$ cat src/common/tcc_cfg.svh
// Purpose: register offsets, field positions and reset values of the
//          timer clock-and-clear control block
// Assumes: APB byte addresses, one 32-bit word per register
// Notes:   offsets of the sync, mode and counter registers are local
`ifndef TCC_CFG_SVH
`define TCC_CFG_SVH

// register byte offsets (control registers step by one word)
`define TCC_OFF_CTRL0 8'h00
`define TCC_OFF_SYNC 8'h14
`define TCC_OFF_MODE 8'h18
`define TCC_OFF_CNT0 8'h20
`define TCC_IDX_CTRL0 6'h00
`define TCC_IDX_CNT0 6'h08

// fields of the clock-and-clear control register
`define TCC_RSV_BIT 7
`define TCC_CLR_HI 6
`define TCC_CLR_LO 5
`define TCC_EDG_HI 4
`define TCC_EDG_LO 3
`define TCC_SRC_HI 2
`define TCC_SRC_LO 0

// reset values
`define TCC_CTRL_RST 7'h00
`define TCC_CNT_RST 16'h0000
`define TCC_PRESC_RST 8'h00

// channel that owns phase counting, and its flag position in the mode reg
`define TCC_PHASE_CH 2
`define TCC_MODE_PHASE_BIT 0

`endif

$ cat src/common/tcc_pkg.sv
// Purpose: shared types of the timer clock-and-clear control block
// Assumes: field encodings follow the control register layout
// Notes:   enum order matches the field codes
package tcc_pkg;

	// counter clear source, two-bit field
	typedef enum logic [1:0] {
		TCC_CLR_NONE,
		TCC_CLR_A,
		TCC_CLR_B,
		TCC_CLR_SYNC
	} tcc_clr_type;

	// external edge selection, two-bit field
	typedef enum logic [1:0] {
		TCC_EDGE_RISE,
		TCC_EDGE_FALL,
		TCC_EDGE_BOTH0,
		TCC_EDGE_BOTH1
	} tcc_edge_type;

endpackage

$ cat src/tcc_channel.sv
// Purpose: one timer channel, clock select, clear select and counter
// Assumes: all event and tick inputs are one-cycle pulses on pclk
// Notes:   clear has priority over a count in the same cycle
`include "tcc_cfg.svh"

module tcc_channel
	import tcc_pkg::*;
#(
	parameter int CW = 16
) (
	// clock and reset
	input wire logic pclk,
	input wire logic presetn,
	input wire logic standby,
	// control fields
	input wire logic [6:0] ctrl,
	input wire logic phase_mode,
	input wire logic sync_en,
	// count sources
	input wire logic [3:0] int_tick,
	input wire logic [3:0] ext_rise,
	input wire logic [3:0] ext_fall,
	input wire logic phase_pulse,
	// general register events
	input wire logic gra_is_capture,
	input wire logic gra_compare,
	input wire logic gra_capture,
	input wire logic grb_is_capture,
	input wire logic grb_compare,
	input wire logic grb_capture,
	// synchronous clear
	input wire logic sync_clr_in,
	output logic clear_out,
	// counter
	output logic [CW-1:0] counter_r
);

	logic [CW-1:0] counter_nxt;
	tcc_clr_type clr_mode;
	tcc_edge_type edge_mode;
	wire logic [2:0] src = ctrl[`TCC_SRC_HI:`TCC_SRC_LO];
	wire logic [1:0] sel = src[1:0];

	// field decode
	assign clr_mode = tcc_clr_type'(ctrl[`TCC_CLR_HI:`TCC_CLR_LO]);
	assign edge_mode = tcc_edge_type'(ctrl[`TCC_EDG_HI:`TCC_EDG_LO]);

	// external edge pick; upper edge bit alone means both edges
	wire logic ext_pulse = edge_mode[1] ? (ext_rise[sel] | ext_fall[sel]) :
		(edge_mode[0] ? ext_fall[sel] : ext_rise[sel]);
	// internal ticks already mark falling edges of the divided clock
	wire logic src_pulse = src[2] ? ext_pulse : int_tick[sel];
	// phase counting overrides both edge and source fields
	wire logic count_pulse = phase_mode ? phase_pulse : src_pulse;

	// event kind follows the register's function
	wire logic gra_evt = gra_is_capture ? gra_capture : gra_compare;
	wire logic grb_evt = grb_is_capture ? grb_capture : grb_compare;

	// own clears drive the shared line; sync clears do not, avoiding loops
	wire logic own_clear = (clr_mode == TCC_CLR_A && gra_evt) ||
		(clr_mode == TCC_CLR_B && grb_evt);
	wire logic sync_clear = clr_mode == TCC_CLR_SYNC && sync_en &&
		sync_clr_in;
	assign clear_out = own_clear;

	// counter next value, clear wins over count
	assign counter_nxt = (own_clear || sync_clear) ? `TCC_CNT_RST :
		(count_pulse ? counter_r + CW'(1) : counter_r);

	// counter register
	always_ff @(posedge pclk or negedge presetn) begin
		if (!presetn) begin
			counter_r <= `TCC_CNT_RST;
		end else if (standby) begin
			counter_r <= `TCC_CNT_RST;
		end else begin
			counter_r <= counter_nxt;
		end
	end

	chk_clear_a: assert property (
		@(posedge pclk) disable iff (!presetn)
		!standby && clr_mode == TCC_CLR_A && gra_evt
		|=> counter_r == `TCC_CNT_RST)
		else $error("counter not cleared by register A event");

	chk_clear_b: assert property (
		@(posedge pclk) disable iff (!presetn)
		!standby && clr_mode == TCC_CLR_B && grb_evt
		|=> counter_r == `TCC_CNT_RST)
		else $error("counter not cleared by register B event");

	chk_sync_follow: assert property (
		@(posedge pclk) disable iff (!presetn)
		!standby && clr_mode == TCC_CLR_SYNC && sync_en && sync_clr_in
		|=> counter_r == `TCC_CNT_RST)
		else $error("counter missed a synchronous clear");

	chk_step_one: assert property (
		@(posedge pclk) disable iff (!presetn)
		!standby && !own_clear && !sync_clear
		|=> counter_r == $past(counter_r) + CW'($past(count_pulse)))
		else $error("counter moved by other than one count");

	chk_no_clear: assert property (
		@(posedge pclk) disable iff (!presetn)
		!standby && clr_mode == TCC_CLR_NONE |-> !clear_out)
		else $error("clear raised with clearing disabled");

endmodule

$ cat src/tcc_top.sv
// Purpose: clock-and-clear control for a five-channel 16-bit timer,
//          with an APB register slave
// Assumes: event and pin inputs synchronous to pclk except ext clocks
// Notes:   zero-wait APB; read data captured during the setup cycle
`include "tcc_cfg.svh"

module tcc_top
	import tcc_pkg::*;
#(
	parameter int NCH = 5,
	parameter int CW = 16,
	parameter int DIV_C = 4,
	parameter int DIV_D = 8,
	parameter logic RSV_READ = 1'b1
) (
	// clock and reset
	input wire logic pclk,
	input wire logic presetn,
	input wire logic standby,
	// apb slave
	input wire logic psel,
	input wire logic penable,
	input wire logic pwrite,
	input wire logic [7:0] paddr,
	input wire logic [31:0] pwdata,
	input wire logic [3:0] pstrb,
	output logic [31:0] prdata,
	output logic pready,
	output logic pslverr,
	// external clock pins
	input wire logic ext_clock_in_a,
	input wire logic ext_clock_in_b,
	input wire logic ext_clock_in_c,
	input wire logic ext_clock_in_d,
	// phase counting count pulse for the phase channel
	input wire logic phase_count_pulse,
	// general register functions and events, one bit per channel
	input wire logic [NCH-1:0] gra_is_capture,
	input wire logic [NCH-1:0] gra_compare,
	input wire logic [NCH-1:0] gra_capture,
	input wire logic [NCH-1:0] grb_is_capture,
	input wire logic [NCH-1:0] grb_compare,
	input wire logic [NCH-1:0] grb_capture,
	// counter values and shared clear pulses
	output logic [NCH*CW-1:0] channel_counter,
	output logic [NCH-1:0] sync_clear_out
);

	localparam int LOG_C = $clog2(DIV_C);
	localparam int LOG_D = $clog2(DIV_D);

	logic [6:0] ctrl_r [NCH];
	logic [NCH-1:0] channel_sync_register_r;
	logic phase_count_mode_flag_r;
	logic [7:0] presc_r;
	logic [31:0] prdata_r;
	logic [3:0] ext_s1_r;
	logic [3:0] ext_s2_r;
	logic [3:0] ext_s3_r;
	logic [3:0] ext_rise;
	logic [3:0] ext_fall;
	logic [3:0] int_tick;
	logic [NCH-1:0] clear_out;
	logic [CW-1:0] cnt_w [NCH];
	logic [31:0] rd_val;

	// apb decode; word index from the byte address
	wire logic [5:0] idx = paddr[7:2];
	wire logic setup = psel && !penable;
	wire logic access = psel && penable;
	wire logic hit_ctrl = idx >= `TCC_IDX_CTRL0 &&
		idx < `TCC_IDX_CTRL0 + 6'(NCH);
	wire logic hit_cnt = idx >= `TCC_IDX_CNT0 &&
		idx < `TCC_IDX_CNT0 + 6'(NCH);
	wire logic hit_sync = paddr == `TCC_OFF_SYNC;
	wire logic hit_mode = paddr == `TCC_OFF_MODE;
	wire logic mapped = hit_ctrl || hit_cnt || hit_sync || hit_mode;
	wire logic wr_en = access && pwrite && pstrb[0];
	wire logic [2:0] ctrl_sel = 3'(idx - `TCC_IDX_CTRL0);
	wire logic [2:0] cnt_sel = 3'(idx - `TCC_IDX_CNT0);

	// zero-wait slave; unmapped addresses answer with an error
	assign pready = 1'b1;
	assign pslverr = access && !mapped;
	assign prdata = prdata_r;

	// read mux; bit 7 of control reads a fixed value
	assign rd_val = hit_ctrl ? {24'h000000, RSV_READ, ctrl_r[ctrl_sel]} :
		hit_cnt ? 32'(cnt_w[cnt_sel]) :
		hit_sync ? 32'(channel_sync_register_r) :
		hit_mode ? 32'(phase_count_mode_flag_r) : 32'h00000000;

	// read data captured in the setup cycle so it comes from a flop
	always_ff @(posedge pclk or negedge presetn) begin
		if (!presetn) begin
			prdata_r <= 32'h00000000;
		end else if (setup && !pwrite) begin
			prdata_r <= rd_val;
		end
	end

	// control registers, one per channel, all fields alike
	generate
		for (genvar i = 0; i < NCH; i++) begin : g_ctrl
			always_ff @(posedge pclk or negedge presetn) begin
				if (!presetn) begin
					ctrl_r[i] <= `TCC_CTRL_RST;
				end else if (standby) begin
					ctrl_r[i] <= `TCC_CTRL_RST;
				end else if (wr_en && hit_ctrl && ctrl_sel == 3'(i)) begin
					ctrl_r[i] <= pwdata[6:0];
				end
			end
		end
	endgenerate

	// sync selection and phase mode flag
	always_ff @(posedge pclk or negedge presetn) begin
		if (!presetn) begin
			channel_sync_register_r <= '0;
			phase_count_mode_flag_r <= 1'b0;
		end else if (standby) begin
			channel_sync_register_r <= '0;
			phase_count_mode_flag_r <= 1'b0;
		end else if (wr_en && hit_sync) begin
			channel_sync_register_r <= pwdata[NCH-1:0];
		end else if (wr_en && hit_mode) begin
			phase_count_mode_flag_r <= pwdata[`TCC_MODE_PHASE_BIT];
		end
	end

	// free-running prescaler; power-of-two divisors only, so one counter
	// serves every division and the ticks stay phase aligned
	always_ff @(posedge pclk or negedge presetn) begin
		if (!presetn) begin
			presc_r <= `TCC_PRESC_RST;
		end else begin
			presc_r <= presc_r + 8'h01;
		end
	end

	// a tick marks the falling edge of each divided clock
	assign int_tick[0] = 1'b1;
	assign int_tick[1] = presc_r[0];
	assign int_tick[2] = &presc_r[LOG_C-1:0];
	assign int_tick[3] = &presc_r[LOG_D-1:0];

	// external pins: two-flop synchroniser, third flop for edge detect
	wire logic [3:0] ext_pin = {ext_clock_in_d, ext_clock_in_c,
		ext_clock_in_b, ext_clock_in_a};
	always_ff @(posedge pclk or negedge presetn) begin
		if (!presetn) begin
			ext_s1_r <= 4'h0;
			ext_s2_r <= 4'h0;
			ext_s3_r <= 4'h0;
		end else begin
			ext_s1_r <= ext_pin;
			ext_s2_r <= ext_s1_r;
			ext_s3_r <= ext_s2_r;
		end
	end
	assign ext_rise = ext_s2_r & ~ext_s3_r;
	assign ext_fall = ~ext_s2_r & ext_s3_r;

	// channels; sync input is the OR of other synchronized own clears
	wire logic [NCH-1:0] shared_clr = clear_out & channel_sync_register_r;
	assign sync_clear_out = clear_out;
	generate
		for (genvar i = 0; i < NCH; i++) begin : g_ch
			wire logic others = |(shared_clr &
				~(NCH'(1) << i));
			tcc_channel #(
				.CW(CW)
			) u_ch (
				.pclk(pclk),
				.presetn(presetn),
				.standby(standby),
				.ctrl(ctrl_r[i]),
				.phase_mode(phase_count_mode_flag_r &&
					i == `TCC_PHASE_CH),
				.sync_en(channel_sync_register_r[i]),
				.int_tick(int_tick),
				.ext_rise(ext_rise),
				.ext_fall(ext_fall),
				.phase_pulse(phase_count_pulse),
				.gra_is_capture(gra_is_capture[i]),
				.gra_compare(gra_compare[i]),
				.gra_capture(gra_capture[i]),
				.grb_is_capture(grb_is_capture[i]),
				.grb_compare(grb_compare[i]),
				.grb_capture(grb_capture[i]),
				.sync_clr_in(others),
				.clear_out(clear_out[i]),
				.counter_r(cnt_w[i])
			);
			assign channel_counter[i*CW +: CW] = cnt_w[i];
		end
	endgenerate

	chk_standby_init: assert property (
		@(posedge pclk) disable iff (!presetn)
		standby |=> ctrl_r[0] == `TCC_CTRL_RST &&
		ctrl_r[NCH-1] == `TCC_CTRL_RST)
		else $error("control not initialised by standby");

	chk_ctrl_write: assert property (
		@(posedge pclk) disable iff (!presetn)
		!standby && wr_en && hit_ctrl && ctrl_sel == 3'(1)
		|=> ctrl_r[1] == $past(pwdata[6:0]))
		else $error("control write did not land");

	chk_rsv_read: assert property (
		@(posedge pclk) disable iff (!presetn)
		setup && !pwrite && hit_ctrl
		|=> prdata[`TCC_RSV_BIT] == RSV_READ && prdata[31:8] == 24'h000000)
		else $error("reserved bit read back wrongly");

	chk_edge_pulse: assert property (
		@(posedge pclk) disable iff (!presetn)
		!(ext_rise[0] && ext_fall[0]) and (ext_rise[0] |=> !ext_rise[0]))
		else $error("external edge pulse not single");

	chk_tick_rate: assert property (
		@(posedge pclk) disable iff (!presetn)
		int_tick[1] |=> !int_tick[1] ##1 int_tick[1])
		else $error("half-rate tick not alternating");

endmodule

$ cat config.mk
export PLATFORM = sky130hd
export DESIGN_NAME = tcc_top
export DESIGN_NICKNAME = d
export VERILOG_FILES = /design/src/common/tcc_pkg.sv /design/src/tcc_channel.sv /design/src/tcc_top.sv
export VERILOG_INCLUDE_DIRS = /design/src /design/src/common
export SDC_FILE = /design/constraint.sdc
export NUM_CORES = 1
export LEC_CHECK = 0
export ABC_AREA = 1
export ABC_CLOCK_PERIOD_IN_PS = 3240
export BUFFER_PORTS_ARGS = -buffer_cell sky130_fd_sc_hd__buf_2
export CAP_MARGIN = 20
export CORE_MARGIN = 3
export CORE_UTILIZATION = 50
export DETAILED_ROUTE_END_ITERATION = 10
export PLACE_DENSITY = 0.76
export SLEW_MARGIN = 20
export SYNTH_ARGS = -nofsm -noshare
export SYNTH_HDL_FRONTEND = slang
export SYNTH_HIERARCHICAL = 1
export SYNTH_SLANG_ARGS = --single-unit
$ cat constraint.sdc
create_clock -name pclk -period 3.24 [get_ports pclk]
set_clock_uncertainty 0.05 [all_clocks]
set_input_delay 0.81 -clock pclk [delete_from_list [all_inputs] [get_ports pclk]]
set_output_delay 0.81 -clock pclk [all_outputs]
set_load 0.02 [all_outputs]
* Yosys cells after proc, flatten, opt, wreduce, memory -nomap -nowiden
Index checks and enable logic that the tools add are counted.
** Operators by class
- Equal/unequal tests :: 22
- Muxes and demuxes :: 96
- Divide/modulo/power cells :: 0
- Shift-type cells :: 0
- Add/sub/neg operators :: 7
- $lt $le $gt $ge :: 11
- Reductions and logical operators :: 73
- Bitwise gates (word level) :: 12
- Multiply operators :: 0
** Operator list (count)
- 16-bit 2-to-1 mux :: 19
- 7-bit 2-to-1 mux :: 12
- 16-bit by 1-bit adder with 16-bit output, second input constant :: 5
- 16-bit binary-select mux with 3-bit select :: 1
- 1-bit 2-to-1 mux :: 45
- 1-bit logical AND :: 36
- 1-bit binary-select mux with 2-bit select :: 15
- 7-bit binary-select mux with 3-bit select :: 1
- 2-bit == test, second input constant :: 10
- 4-bit OR reduction :: 5
- 8-bit by 5-bit == test with 1-bit output, second input constant :: 2
- 2-bit by 3-bit < comparator with 1-bit output, second input constant :: 5
- 5-bit 2-to-1 mux :: 3
- 3-bit nonzero test :: 5
- 2-bit nonzero test :: 7
- 1-bit logical OR :: 13
- 2-bit by 1-bit == test with 1-bit output, second input constant :: 5
- 8-bit by 1-bit adder with 8-bit output, second input constant :: 1
- 4-bit bitwise AND :: 2
- 4-bit >= comparator, second input constant :: 2
- 3-bit inverter with 4-bit output :: 2
- 4-bit inverter :: 2
- 3-bit by 2-bit == test with 1-bit output, second input constant :: 2
- 6-bit by 1-bit >= comparator with 1-bit output, second input constant :: 1
- other kinds (13) :: 20
** Storage, ports and cells
- Word-level logic and storage cells :: 238
- Bits in writable memories :: 0
- Latch bits :: 0
- Memory bits (read-only) :: 0
- Register bits after elaboration :: 173
- Output and inout port bits :: 119
- Memories :: 0

* Logic depth before layout (Yosys ltp)
- Depth after elaboration :: 11
- Depth in mapped cells :: 15
- Gate-level depth less buffers :: 15

* Cells and area by module
The synthesis kept the hierarchy.
** By module, submodules not included
- tcc_channel :: cells each 224, times used 5, sequential area each 400.4 sq um, area each 1398.8 sq um
- tcc_top :: cells each 607, times used 1, sequential area each 1801.7 sq um, area each 4185.3 sq um

* Worst setup path before layout
No wires, ideal clock.
- Path type :: input -> output
- Start :: input port paddr[2]
- End :: output port pslverr
- Data arrival time :: 1850 ps
- Path slack :: 530 ps
- Stages :: 6
- Buffers on the path :: 1
- Data required time :: 2380 ps
- Cells stage by stage :: buf_6 > inv_2 > nand2_2 > nor2_1 > and2_1 > nor3_1
** Between the ends
- Cells in the longest elaborated chain, start to end :: 7
- Elaborated cells on any way between the ends :: 13
** RTL lines
- from (decl) :: RTL line tcc_top.sv:24 : input wire logic [7:0] paddr,
- 6-bit by 1-bit >= comparator with 1-bit output (no source line) (tied with other cells)
- 1-bit logical AND, on equally long branches :: RTL line tcc_top.sv:71, tcc_top.sv:73
- 1-bit logical OR (2 in series) :: RTL line tcc_top.sv:77 : wire logic mapped = hit_ctrl || hit_cnt || hit_sync || hit_mode;
- 1-bit logical OR * :: RTL line tcc_top.sv:77
- 1-bit logical NOT * :: RTL line tcc_top.sv:84 : assign pslverr = access && !mapped;
- 1-bit logical AND * :: RTL line tcc_top.sv:84
- to (decl) :: RTL line tcc_top.sv:29 : output logic pslverr,
Mark *: on every way between the ends. The rest lies on a longest branch, timed or not.

* Worst setup path in the final report
- Start :: input port paddr[4]
- End :: output port pslverr
The elaborated chain is that of the path after synthesis.

==> metrics.yaml <==
ant_nets: 0
ys_seq_area_frac: 0.340
overflow: 0
postCtsSetupBuffers: 0
grt_busiest_layer: "met2"
synth-edff-count: 0
min_to: "ext_s2_r[1]$_DFF_PN0_"
p_per_area_nw_per_um2: 392
critPathArrivalTime_ps: 1960
drive_gt1_frac: 0.144
slew-limit-headroom: 0.513
dpl.hpwl_mm: 26.5
min_path_cells: 0
final.min_clock_period_ps: 2820
wl_per_cell_um: 16.6
cts-root-buf: "clkbuf_16"
outcome: "completed"
rr_worst_depth: 15
synth_area_leaders: "dfrtp_1 (34%), nand2_1 (21%), nand3_1 (7.1%)"
netlist_instances: 1727
synth.most_common_cell: "nand2_1"
drt-total-wl_mm: 36.2
worst_setup_path_start_kind: "input port"
yosys.area.top_type_share: 0.340
cts_buffers: 17
grt_max_degree: 67
min_from: "ext_s1_r[1]$_DFF_PN0_"
hp-class: "register to register"
groute.layer.met3.usage: 0.0705
grt_pass1_vias: 11100
crit_start: "paddr[4]"
die-area_um2: 24200
ff2ff_setup_slack_ps: 640
tritoncts: "done"
area_growth_pct: 14.8
rsz0062_at_grt: "false"
start_util: 0.511
antenna_found_initial: 1
synth.ff_latch_count: 152
final_area_um2: 12800
path_max_fanout: 11
die_h_um: 156
yosysTopAreaCell: "dfrtp_1"
synthArstFlopShare: 1.00
die_w_um: 156
rows: 54
tns_ps: 0
holdBufCountCts: 0
crit_path_end_kind: "primary output"
post_cts_resized: 0
grt_pass1_wl_mm: 57.9
dr.pass1.iters: 6
fmax_mhz: 354
io_pins: 204
dr_total_vias: 12300
critPathRequiredTime_ps: 2380
fill_cells: 2113
nets: 1981
synth_warnings: 6
synth_common_cells: "nand2_1 (624), nor2_1 (196), inv_1 (169)"
place_area_um2: 12200
use_met1: 0.405
dr.first_iter.drc_count: 1268
io_buffers: 158
fin_crit_sh: 0.871
grt.total_usage: 0.294
coreArea_um2: 21900
hold_viol: 0
p_leak_nw: 6.67
routabilityCongestion: 0.969
drc: 0
synth_area_um2: 11200
clk_pin_slew_worst_paths_ps: 60
viasPerCell: 5.62
ys_types: 35
reg2reg_from: "ctrl_r[6]$_DFFE_PN0P_"
reg2reg_to: "g_ch[2].u_ch/counter_r[8]$_DFFE_PN0P_"
clk_path_buf_depth: 2
met2_usage: 0.457
synth.avg_cell_area_um2: 6.47
diodes: 0
cts_sinks: 152
maxCapViolCount: 0
cts_max_level: 4
irDropWorstVdd_mv: 0.371
synth_flop_cell: "dfrtp_1"
slew_violations: 0
worstSetupPathType: "input port to primary output"
setup_violations: 0
tightestPinTransition_ps: 730
clock_latency_ps: 430
-- worst max-delay path, stage by stage --
cell     delay [ps]
buf_2           250
o21ai_4         130
nand2_2         150
nand2_1          70
nor3_1          300
buf_2           240
-- routing by layer --
layer	vias up	routed length (µm)
met4	2	1070
met5	-	7
met3	88	4280
met2	658	16100
met1	5646	14700
li1	5872	-
-- state kept, by name, summed over array words and instances (netlist names) --
name	count
phase_count_mode_flag_r	1
ext_s1_r	4
ext_s2_r	4
g_ch.u_ch/counter_r	80
ctrl_r	35
prdata	16
presc_r	3
ext_s3_r	4
channel_sync_register_r	5
-- worst max-delay path by stage --
stage                     slack [ps]  cells after the start                                    end
after floorplan                  530                      6                                pslverr
after global placement           240                     15  g_ch[2].u_ch/counter_r[8]$_DFFE_PN0P_
after detailed placement         140                     15  g_ch[2].u_ch/counter_r[8]$_DFFE_PN0P_
after CTS                        450                      7                                pslverr
after global routing             250                     15  g_ch[2].u_ch/counter_r[9]$_DFFE_PN0P_
final                            420                      6                                pslverr
-- area by class of cell --
type	count	area, µm²	share of cell area
flip-flops and latches	152	3800	0.296
clock inverters	13	164	0.0128
repair buffers	178	985	0.0768
clock buffers	19	443	0.0345
multi-input cells	1357	6400	0.499
well taps	280	350	0.0273
inverters	183	687	0.0535
-- where the power goes --
part           leakage [nW]  switching (mW)  internal (mW)  total, mW
combinational          4.32           0.591          0.240      0.831
clock                 0.295           0.870           1.24       2.11
sequential             2.05           0.123           1.97       2.09
-- cell families after synthesis --
group / share of synthesized area
xor+xnor: 0.0235
other cells: 0.000672
buf+inv: 0.0970
simple gates: 0.485
compound gates: 0.0459
fa+ha+maj: 0.00783
flops: 0.340
-- layout by cell type, fill, tap and decap left out, types with 30 or more instances in the layout --
cell type,n
nand4_1,114
inv_1,169
dfrtp_1,152
nand3_1,158
conb_1,30
buf_2,157
nor2_1,196
nor3_1,44
nand2_1,624
o21ai_0,42
-- per-stage QoR --
stage | total power, mW | worst slack (ps) | hold WS, ps | utilization | std cells
2_1_floorplan | 2.65 | 530 | 281 | - | 1755
3_3_place_gp | 2.92 | 237 | 286 | 0.558 | 2150
3_5_place_dp | 2.93 | 142 | 286 | 0.558 | 2150
4_1_cts | 5.03 | 450 | 300 | 0.586 | 2182
5_1_grt | 5.24 | 254 | 305 | 0.586 | 2182
6_report | 5.03 | 418 | 297 | 0.586 | 2182
Note: power is estimated with default switching activity, not from simulation.
